File: config.mk
export PLATFORM = sky130hd
export DESIGN_NAME = host_port
export DESIGN_NICKNAME = d
export VERILOG_FILES = /design/src/rtl/sync2.v /design/src/rtl/tx_fifo.v /design/src/rtl/host_port.v
export VERILOG_INCLUDE_DIRS = /design/src /design/src/rtl
export SDC_FILE = /design/constraint.sdc
export NUM_CORES = 1
export LEC_CHECK = 0
export ABC_CLOCK_PERIOD_IN_PS = 3300
export BUFFER_PORTS_ARGS = -buffer_cell sky130_fd_sc_hd__buf_2
export CAP_MARGIN = 20
export CORE_MARGIN = 1
export CORE_UTILIZATION = 40
export CTS_CLUSTER_DIAMETER = 30
export DETAILED_ROUTE_END_ITERATION = 8
export SYNTH_ARGS = -nofsm -noshare
export SYNTH_HDL_FRONTEND = slang
export SYNTH_SLANG_ARGS = --single-unit
File: constraint.sdc
create_clock -name CLK_SYS -period 3.3 [get_ports CLK_SYS]
set_clock_uncertainty 0.1 [all_clocks]
set_input_delay 0.165 -clock CLK_SYS [delete_from_list [all_inputs] [get_ports CLK_SYS]]
set_output_delay 0.165 -clock CLK_SYS [all_outputs]
set_load 0.02 [all_outputs]
File: src/rtl/host_port_defs.vh
// Constants for the SRAM-like host port pin block
`ifndef HOST_PORT_DEFS_VH
`define HOST_PORT_DEFS_VH
`define ADDR_W 7
`define FIFO_ADDR_HI 6
`define FIFO_ADDR_LO 2
`define DATA_W 32
`define FIFO_DEPTH 16
`define FIFO_AW 4
`define PINSEL_W 2
`define PINSEL_EEPROM 2'h0
`define PINSEL_GPO 2'h1
`define PINSEL_MON_DATA 2'h2
`define PINSEL_MON_CLK 2'h3
// Highest register word address: values up to and including it go to registers, the rest to FIFOs
`define FIFO_WINDOW_TOP 7'h0F
`define FIFO_RX_SEL 1'b0
// Edges after reset release before the synchronised strap is valid
`define STRAP_SETTLE 2'h2
`endif

File: src/rtl/sync2.v
// Two-flop synchroniser for a bus of pin inputs
`timescale 1ns/1ps
module sync2 #(
  parameter W = 1
) (
  input wire clk,
  input wire rst_n,
  input wire [W-1:0] d,
  output reg [W-1:0] q
);
  reg [W-1:0] meta;
  always @(posedge clk)
  begin
    if (!rst_n)
    begin
      meta <= {W{1'b0}};
      q <= {W{1'b0}};
    end
    else
    begin
      meta <= d;
      q <= meta;
    end
  end
endmodule // sync2

File: src/rtl/tx_fifo.v
// Synchronous FIFO with valid/ready on both sides
`timescale 1ns/1ps
module tx_fifo #(
  parameter W = 32,
  parameter DEPTH = 16,
  parameter AW = 4
) (
  input wire clk,
  input wire rst_n,
  input wire in_valid,
  output wire in_ready,
  input wire [W-1:0] in_data,
  output wire out_valid,
  input wire out_ready,
  output wire [W-1:0] out_data,
  output wire full,
  output wire empty
);
  reg [W-1:0] mem [0:DEPTH-1];
  reg [AW:0] wr_ptr;
  reg [AW:0] rd_ptr;
  wire push;
  wire pop;
  assign empty = (wr_ptr == rd_ptr);
  assign full = (wr_ptr[AW-1:0] == rd_ptr[AW-1:0]) && (wr_ptr[AW] != rd_ptr[AW]);
  assign in_ready = !full;
  assign out_valid = !empty;
  assign out_data = mem[rd_ptr[AW-1:0]];
  assign push = in_valid && !full;
  assign pop = out_ready && !empty;
  always @(posedge clk)
  begin
    if (push)
      mem[wr_ptr[AW-1:0]] <= in_data;
  end
  always @(posedge clk)
  begin
    if (!rst_n)
    begin
      wr_ptr <= {(AW+1){1'b0}};
      rd_ptr <= {(AW+1){1'b0}};
    end
    else
    begin
      if (push)
        wr_ptr <= wr_ptr + {{AW{1'b0}}, 1'b1};
      if (pop)
        rd_ptr <= rd_ptr + {{AW{1'b0}}, 1'b1};
    end
  end
endmodule // tx_fifo

File: src/rtl/host_port.v
// Pin-level host port: access decode, byte order, width strap, wake, EEPROM pin mux, IRQ, TX FIFO
// Overview of operation
// (RQ1) Word address picks registers or data FIFOs
// (RQ2) FIFO select forces FIFO access, ignores upper address
// (RQ3) Byte-order pin: low little, high big endian
// (RQ4) Byte order sampled with address at strobe
// (RQ5) Access counts only with chip select low
// (RQ6) Host strobes read or write low
// (RQ7) Write with chip select wakes sleeping device
// (RQ8) Width strap latched at reset release
// (RQ9) Upper data pull-downs off in 32-bit mode
// (RQ10) Data pin: EEPROM, output or TX monitor
// (RQ11) Clock pin: EEPROM, output or RX monitor
// (RQ12) Interrupt: polarity, source mask, driver type selectable; polarity applies in push-pull only, open-drain always pulls low when active
// (RQ13) Host reads once before any write
// (RQ14) Drive data only during selected reads
`timescale 1ns/1ps
`include "host_port_defs.vh"
module host_port #(
  parameter DW = `DATA_W,
  parameter DEPTH = `FIFO_DEPTH,
  parameter AW = `FIFO_AW,
  parameter NSRC = 8
) (
  // Clock and reset
  input wire CLK_SYS,
  input wire RST_N,
  // Host bus pins
  input wire [`ADDR_W-1:0] ADDR,
  input wire [DW-1:0] DATA_IN,
  output reg [DW-1:0] DATA_OUT,
  output reg [DW-1:0] DATA_OE,
  output reg UPPER_PULLDOWN_EN,
  input wire READ_STROBE_N,
  input wire WRITE_STROBE_N,
  input wire CHIP_SELECT_N,
  input wire FIFO_SELECT,
  input wire BYTE_ORDER_SELECT,
  // Internal register path
  output reg REG_WRITE,
  output reg REG_READ,
  output reg [`ADDR_W-1:0] REG_ADDR,
  output reg [DW-1:0] REG_WDATA,
  input wire [DW-1:0] REG_RDATA,
  // Receive FIFO read side
  output reg RX_POP,
  input wire [DW-1:0] RX_DATA,
  // Transmit FIFO drain side
  output reg TX_VALID,
  input wire TX_READY,
  output reg [DW-1:0] TX_DATA,
  output reg TX_FULL,
  // Power and status
  input wire SLEEP_REQ,
  output reg ASLEEP,
  output reg WAKE,
  output reg WRITES_ENABLED,
  output reg BUS_32BIT,
  output reg BIG_ENDIAN,
  // EEPROM pins and mux control
  input wire [`PINSEL_W-1:0] DATA_PIN_SEL,
  input wire [`PINSEL_W-1:0] CLK_PIN_SEL,
  input wire GENERAL_OUTPUT_THREE,
  input wire GENERAL_OUTPUT_FOUR,
  input wire MON_TX_EN,
  input wire MON_TX_CLK,
  input wire MON_RX_DV,
  input wire MON_RX_CLK,
  input wire EE_SELECT,
  input wire EE_CLOCK,
  input wire EE_DATA_OUT,
  input wire EE_DATA_OE,
  output reg EE_DATA_IN,
  input wire EEPROM_SERIAL_IO_IN,
  output reg EEPROM_SERIAL_IO_OUT,
  output reg EEPROM_SERIAL_IO_OE,
  output reg EEPROM_SELECT,
  output reg EEPROM_SERIAL_CLOCK,
  // Interrupt
  input wire [NSRC-1:0] IRQ_SOURCES,
  input wire [NSRC-1:0] IRQ_ENABLE,
  input wire IRQ_POLARITY_HIGH,
  input wire IRQ_OPEN_DRAIN,
  output reg IRQ_OUT,
  output reg IRQ_OE
);
  localparam ST_IDLE = 3'b001;
  localparam ST_READ = 3'b010;
  localparam ST_WRITE = 3'b100;
  wire [`ADDR_W-1:0] s_addr;
  wire [DW-1:0] s_data;
  wire s_rd;
  wire s_wr;
  wire s_cs;
  wire s_fsel;
  wire s_bo;
  wire s_strap;
  reg [2:0] state;
  reg strap_done;
  reg [1:0] strap_wait;
  reg is_fifo;
  reg [DW-1:0] rd_word;
  reg [DW-1:0] next_out;
  wire rd_active;
  wire wr_active;
  wire fifo_target;
  wire tx_in_ready;
  wire tx_out_valid;
  wire tx_full;
  wire [DW-1:0] tx_out_data;
  wire irq_active;
  // Pin inputs pass two flops before use; strobes enter inverted so cleared flops read as idle
  sync2 #(.W(`ADDR_W + DW + 6)) u_sync (
    .clk(CLK_SYS),
    .rst_n(RST_N),
    .d({ADDR, DATA_IN, ~READ_STROBE_N, ~WRITE_STROBE_N, ~CHIP_SELECT_N, FIFO_SELECT, BYTE_ORDER_SELECT,
      EEPROM_SERIAL_IO_IN}),
    .q({s_addr, s_data, s_rd, s_wr, s_cs, s_fsel, s_bo, s_strap})
  );
  // Swap bytes of a word for big-endian hosts
  function [DW-1:0] order;
    input [DW-1:0] w;
    input big;
    integer i;
    begin
      order = w;
      if (big)
        for (i = 0; i < DW / 8; i = i + 1)
          order[i*8 +: 8] = w[(DW/8-1-i)*8 +: 8];
    end
  endfunction
  assign rd_active = s_cs && s_rd; // [RQ5] [RQ6]
  assign wr_active = s_cs && s_wr; // [RQ5] [RQ6]
  assign fifo_target = s_fsel || (s_addr > `FIFO_WINDOW_TOP); // [RQ1] [RQ2]
  tx_fifo #(.W(DW), .DEPTH(DEPTH), .AW(AW)) u_tx_fifo (
    .clk(CLK_SYS),
    .rst_n(RST_N),
    .in_valid(state == ST_WRITE && is_fifo && !wr_active && WRITES_ENABLED),
    .in_ready(tx_in_ready),
    .in_data(REG_WDATA),
    .out_valid(tx_out_valid),
    .out_ready(TX_READY && TX_VALID),
    .out_data(tx_out_data),
    .full(tx_full),
    .empty()
  );
  // Access sequencing: one strobe cycle gives one operation; register reads at its leading edge, writes and FIFO pops at its trailing edge
  always @(posedge CLK_SYS)
  begin
    if (!RST_N)
    begin
      state <= ST_IDLE;
      is_fifo <= 1'b0;
      REG_WRITE <= 1'b0;
      REG_READ <= 1'b0;
      RX_POP <= 1'b0;
      REG_ADDR <= {`ADDR_W{1'b0}};
      REG_WDATA <= {DW{1'b0}};
      BIG_ENDIAN <= 1'b0;
      WRITES_ENABLED <= 1'b0;
      ASLEEP <= 1'b0;
      WAKE <= 1'b0;
    end
    else
    begin
      REG_WRITE <= 1'b0;
      REG_READ <= 1'b0;
      RX_POP <= 1'b0;
      WAKE <= 1'b0;
      if (SLEEP_REQ && !ASLEEP)
      begin
        ASLEEP <= 1'b1;
        WRITES_ENABLED <= 1'b0; // [RQ13]
      end
      case (state)
        ST_IDLE:
        begin
          if (rd_active)
          begin
            state <= ST_READ;
            is_fifo <= fifo_target;
            REG_ADDR <= s_fsel ? {{(`ADDR_W-2){1'b0}}, s_addr[1:0]} : s_addr; // [RQ2]
            BIG_ENDIAN <= s_bo; // [RQ3] [RQ4]
            REG_READ <= !fifo_target; // [RQ1]
          end
          else if (wr_active)
          begin
            state <= ST_WRITE;
            is_fifo <= fifo_target;
            REG_ADDR <= s_fsel ? {{(`ADDR_W-2){1'b0}}, s_addr[1:0]} : s_addr; // [RQ2]
            BIG_ENDIAN <= s_bo; // [RQ4]
            if (ASLEEP)
            begin
              ASLEEP <= 1'b0; // [RQ7]
              WAKE <= 1'b1; // [RQ7]
            end
          end
        end
        ST_READ:
        begin
          if (!rd_active)
          begin
            state <= ST_IDLE;
            RX_POP <= is_fifo;
            WRITES_ENABLED <= !ASLEEP; // [RQ13]
          end
        end
        ST_WRITE:
        begin
          REG_WDATA <= order(s_data, BIG_ENDIAN); // [RQ3]
          if (!wr_active)
          begin
            state <= ST_IDLE;
            REG_WRITE <= !is_fifo && WRITES_ENABLED; // [RQ1] [RQ13]
          end
        end
        default:
          state <= ST_IDLE;
      endcase
    end
  end
  // Read data path and bus drivers
  always @*
  begin
    rd_word = is_fifo ? RX_DATA : REG_RDATA; // [RQ1]
    next_out = order(rd_word, BIG_ENDIAN); // [RQ3]
    if (!BUS_32BIT)
      next_out[DW-1:16] = {(DW-16){1'b0}};
  end
  always @(posedge CLK_SYS)
  begin
    if (!RST_N)
    begin
      DATA_OUT <= {DW{1'b0}};
      DATA_OE <= {DW{1'b0}};
      strap_done <= 1'b0;
      BUS_32BIT <= 1'b0;
      UPPER_PULLDOWN_EN <= 1'b1;
      TX_VALID <= 1'b0;
      TX_DATA <= {DW{1'b0}};
      TX_FULL <= 1'b0;
      strap_wait <= 2'h0;
    end
    else
    begin
      DATA_OUT <= next_out;
      if (state == ST_READ && rd_active)
        DATA_OE <= BUS_32BIT ? {DW{1'b1}} : {{(DW-16){1'b0}}, 16'hFFFF}; // [RQ14]
      else
        DATA_OE <= {DW{1'b0}}; // [RQ14]
      if (!strap_done)
      begin
        if (strap_wait == `STRAP_SETTLE)
        begin
          strap_done <= 1'b1;
          BUS_32BIT <= s_strap; // [RQ8]
          UPPER_PULLDOWN_EN <= !s_strap; // [RQ9]
        end
        else
          strap_wait <= strap_wait + 2'h1;
      end
      TX_VALID <= tx_out_valid && !(TX_VALID && TX_READY);
      TX_DATA <= tx_out_data;
      TX_FULL <= tx_full || !tx_in_ready;
    end
  end
  // EEPROM pin multiplexing and interrupt driver
  assign irq_active = |(IRQ_SOURCES & IRQ_ENABLE); // [RQ12]
  always @(posedge CLK_SYS)
  begin
    if (!RST_N)
    begin
      EEPROM_SERIAL_IO_OUT <= 1'b0;
      EEPROM_SERIAL_IO_OE <= 1'b0;
      EEPROM_SELECT <= 1'b0;
      EEPROM_SERIAL_CLOCK <= 1'b0;
      EE_DATA_IN <= 1'b0;
      IRQ_OUT <= 1'b0;
      IRQ_OE <= 1'b0;
    end
    else
    begin
      EE_DATA_IN <= s_strap;
      EEPROM_SELECT <= (DATA_PIN_SEL == `PINSEL_EEPROM) && (CLK_PIN_SEL == `PINSEL_EEPROM) && strap_done
        && EE_SELECT; // [RQ10] [RQ11]
      case (DATA_PIN_SEL)
        `PINSEL_EEPROM:
        begin
          EEPROM_SERIAL_IO_OUT <= EE_DATA_OUT;
          EEPROM_SERIAL_IO_OE <= EE_DATA_OE && strap_done;
        end
        `PINSEL_GPO:
        begin
          EEPROM_SERIAL_IO_OUT <= GENERAL_OUTPUT_THREE; // [RQ10]
          EEPROM_SERIAL_IO_OE <= strap_done;
        end
        `PINSEL_MON_DATA:
        begin
          EEPROM_SERIAL_IO_OUT <= MON_TX_EN; // [RQ10]
          EEPROM_SERIAL_IO_OE <= strap_done;
        end
        default:
        begin
          EEPROM_SERIAL_IO_OUT <= MON_TX_CLK; // [RQ10]
          EEPROM_SERIAL_IO_OE <= strap_done;
        end
      endcase
      case (CLK_PIN_SEL)
        `PINSEL_EEPROM:
          EEPROM_SERIAL_CLOCK <= EE_CLOCK;
        `PINSEL_GPO:
          EEPROM_SERIAL_CLOCK <= GENERAL_OUTPUT_FOUR; // [RQ11]
        `PINSEL_MON_DATA:
          EEPROM_SERIAL_CLOCK <= MON_RX_DV; // [RQ11]
        default:
          EEPROM_SERIAL_CLOCK <= MON_RX_CLK; // [RQ11]
      endcase
      if (IRQ_OPEN_DRAIN)
      begin
        IRQ_OUT <= 1'b0; // [RQ12]
        IRQ_OE <= irq_active;
      end
      else
      begin
        IRQ_OUT <= IRQ_POLARITY_HIGH ? irq_active : !irq_active; // [RQ12]
        IRQ_OE <= 1'b1;
      end
    end
  end
endmodule // host_port

==> flow_metrics.tcl <==
set metrics [dict create \
    period_share_pct 85.5 \
    hold_violations 0 \
    cts_resized 0 \
    yosysWarnings 0 \
    first_global_vias 16900 \
    cp_top_family "buffers and inverters" \
    place_congestion 0.794 \
    drtAntennaViolNets 0 \
    async_flop_share_pct 0 \
    whs_ps 63.2 \
    slew_violations 0 \
    fmax_mhz 355 \
    dr_wl_met3_um 5410 \
    synth_area_um2 27800 \
    outcome "complete, no violations" \
    fp.coreArea_um2 68700 \
    top_layer "met5" \
    cts_root_buf "clkbuf_16" \
    wl_per_cell_um 21.8 \
    fp.dieH_um 266 \
    cp.buffers_inverters 2 \
    wl_um 67700 \
    drcViolationCount 0 \
    nFillCells 5517 \
    syn_to_final_growth_pct 30.7 \
    hp-class "input port to flop" \
    grt_usage_pct 19.4 \
    rsz0062_at_grt "false" \
    num-nets-final 2204 \
    synth_cells 1589 \
    clkTransAtPathRegs_ps 50 \
    vias 15900 \
    numCtsBuffers 137 \
    final-seq-area_um2 20000 \
    endpoint_kind "flop" \
    worst_path_largest_cell_delay_ps 620 \
    power_density_nw_per_um2 681 \
    multi_input_area_um2 7140 \
    synth.distinct_cells 42 \
    gr-total-overflow 0 \
    worstPathMaxFanout 74 \
    post-route-min-period_ps 2820 \
    synth_edf_count 512 \
    setup_viol 0 \
    ir_worst_vdd_mv 0.457 \
    num_io_pins 298 \
    fp.dieW_um 266 \
    synth_area_leaders "edfxtp_1, dfxtp_1, mux4_2" \
    syn_nets 1740 \
    synth_top_area_cell "edfxtp_1" \
    design.die.area_um2 70600 \
    max_slew.worst_pin.slew_ps 981 \
    arrival_ps 3310 \
    htreeDepth 4 \
    initial_core_util_pct 40.5 \
    yosysMostFrequentCell "edfxtp_1" \
    cp-start-kind "flop" \
    clock-sinks 742 \
    seq_area_frac_synth_pct 71.8 \
    synth_seq_cells 742 \
    insertion_delay_ps 700 \
    dp_hpwl_um 39700 \
    wl_met2_um 32600 \
    grt_pass1_wl_um 101000 \
    first_pass_iters 5 \
    viasPerCell 5.13 \
    grt_max_degree 116 \
    crit_type "flop to flop" \
    cp_slowest_cell "dfxtp_4" \
    syn_avg_cell_area_um2 17.5 \
    cts_tree "built" \
    finalSetupTns_ps 0 \
    cap_viol_max_count 0 \
    cts_max_path_buffers 3 \
    relSlewSlack_pct 34.6 \
    leakagePower_nw 13.0 \
    synth_top_area_share_pct 55.3 \
    antenna_found_initial 7 \
    wl_met1_um 28300 \
    port_buffers 297 \
    rows 96 \
    synthTopCellsByCount "edfxtp_1, dfxtp_1, mux4_2, and2_1, mux2i_1" \
    cp.required_ps 3790 \
    cp_cell_sequence "buf_12 -> and2_1 -> buf_4 -> a22oi_1 -> a22o_1 -> a221o_1" \
    synth_top_flop_cell "edfxtp_1" \
    drt_iter0_drc 1141 \
    drive_gt1_share_pct 32.9 \
]
## power by group
part	switching, mW	internal, mW	total, mW
clock	4.90	9.26	14.2
combinational	0.252	0.327	0.579
sequential	0.0453	9.94	9.99
total	5.20	19.5	24.7
## worst paths after layout
path                    end                 from  cells after the start  slack, ps
max             TX_DATA[26]  u_tx_fifo.rd_ptr[1]                      6        480
min          u_sync.meta[5]        READ_STROBE_N                      3         60
max reg2reg     TX_DATA[26]  u_tx_fifo.rd_ptr[1]                      6        480
min reg2reg      BIG_ENDIAN          u_sync.q[1]                      2        320
## routing by layer
metal	GRT usage, %	vias up
li1	-	7181
met1	25.2	8045
met2	31.3	587
met3	5.30	105
met4	6.69	2
met5	0	-
## tightest hold or removal path: stages
cell and delay [ps]:
dlygate4sd3_1 530, buf_2 100, nor2_1 30
## through the flow
| step | power (mW) | utilization (%) | area (um2) | setup slack, ps | cells |
|---|---|---|---|---|---|
| 2_1_floorplan | 10.4 | - | 27800 | 687 | 1589 |
| 3_3_place_gp | 10.6 | 44.0 | 30200 | 593 | 2719 |
| 3_5_place_dp | 10.6 | 44.0 | 30200 | 517 | 2719 |
| 4_1_cts | 24.9 | 52.9 | 36300 | 495 | 3100 |
| 5_1_grt | 25.5 | 52.9 | 36300 | 420 | 3102 |
| 6_report | 24.7 | 52.9 | 36300 | 480 | 3104 |
## cell type report
type / count / area share [%]
Multi-Input combinational cell: 711 / 19.7
Inverter: 8 / 0.0826
Sequential cell: 742 / 55.0
Timing Repair Buffer: 453 / 8.74
Tap cell: 931 / 3.21
Antenna cell: 4 / 0.0275
Clock buffer: 165 / 10.0
Clock inverter: 90 / 3.27
## cell families after synthesis
group | count (synthesis) | synth area share (%)
xor+xnor | 9 | 0.283
compound gates | 158 | 4.55
buf+inv | 136 | 2.57
mux | 238 | 14.4
simple gates | 300 | 6.06
flops | 742 | 71.8
fa+ha+maj | 6 | 0.270
## registers in the layout, indices dropped and copies added, names as in the netlist, 7 cells and up
signal / cells
u_tx_fifo.mem: 512
REG_ADDR: 7
TX_DATA: 32
REG_WDATA: 32
DATA_OUT: 32
u_sync.meta: 45
u_sync.q: 45
## timing repair
item / CTS / global route
setup buffers: 0 / 0
hold endpoints to repair: 97 / 0
hold buffers: 126 / 0
## cell usage in the layout, fill, tap and decap left out, drive strengths merged, types with 4 or more instances in the layout
cell type / n
edfxtp: 512
buf: 327
dfxtp: 230
clkbuf: 165
mux4: 130
dlygate4sd3: 126
and2: 112
mux2i: 107
nor2: 50
and3: 48
clkinv: 44
a211oi: 37
a22oi: 36
nand2: 34
a22o: 32
a221o: 32
inv: 21
nor2b: 20
clkinvlp: 17
bufinv: 16
a21oi: 14
nor3: 7
nand2b: 7
xor2: 6
nand3: 6
ha: 6
o21ai: 5
nand3b: 5
diode: 4
No activity file was read; power rests on OpenSTA's default activity.
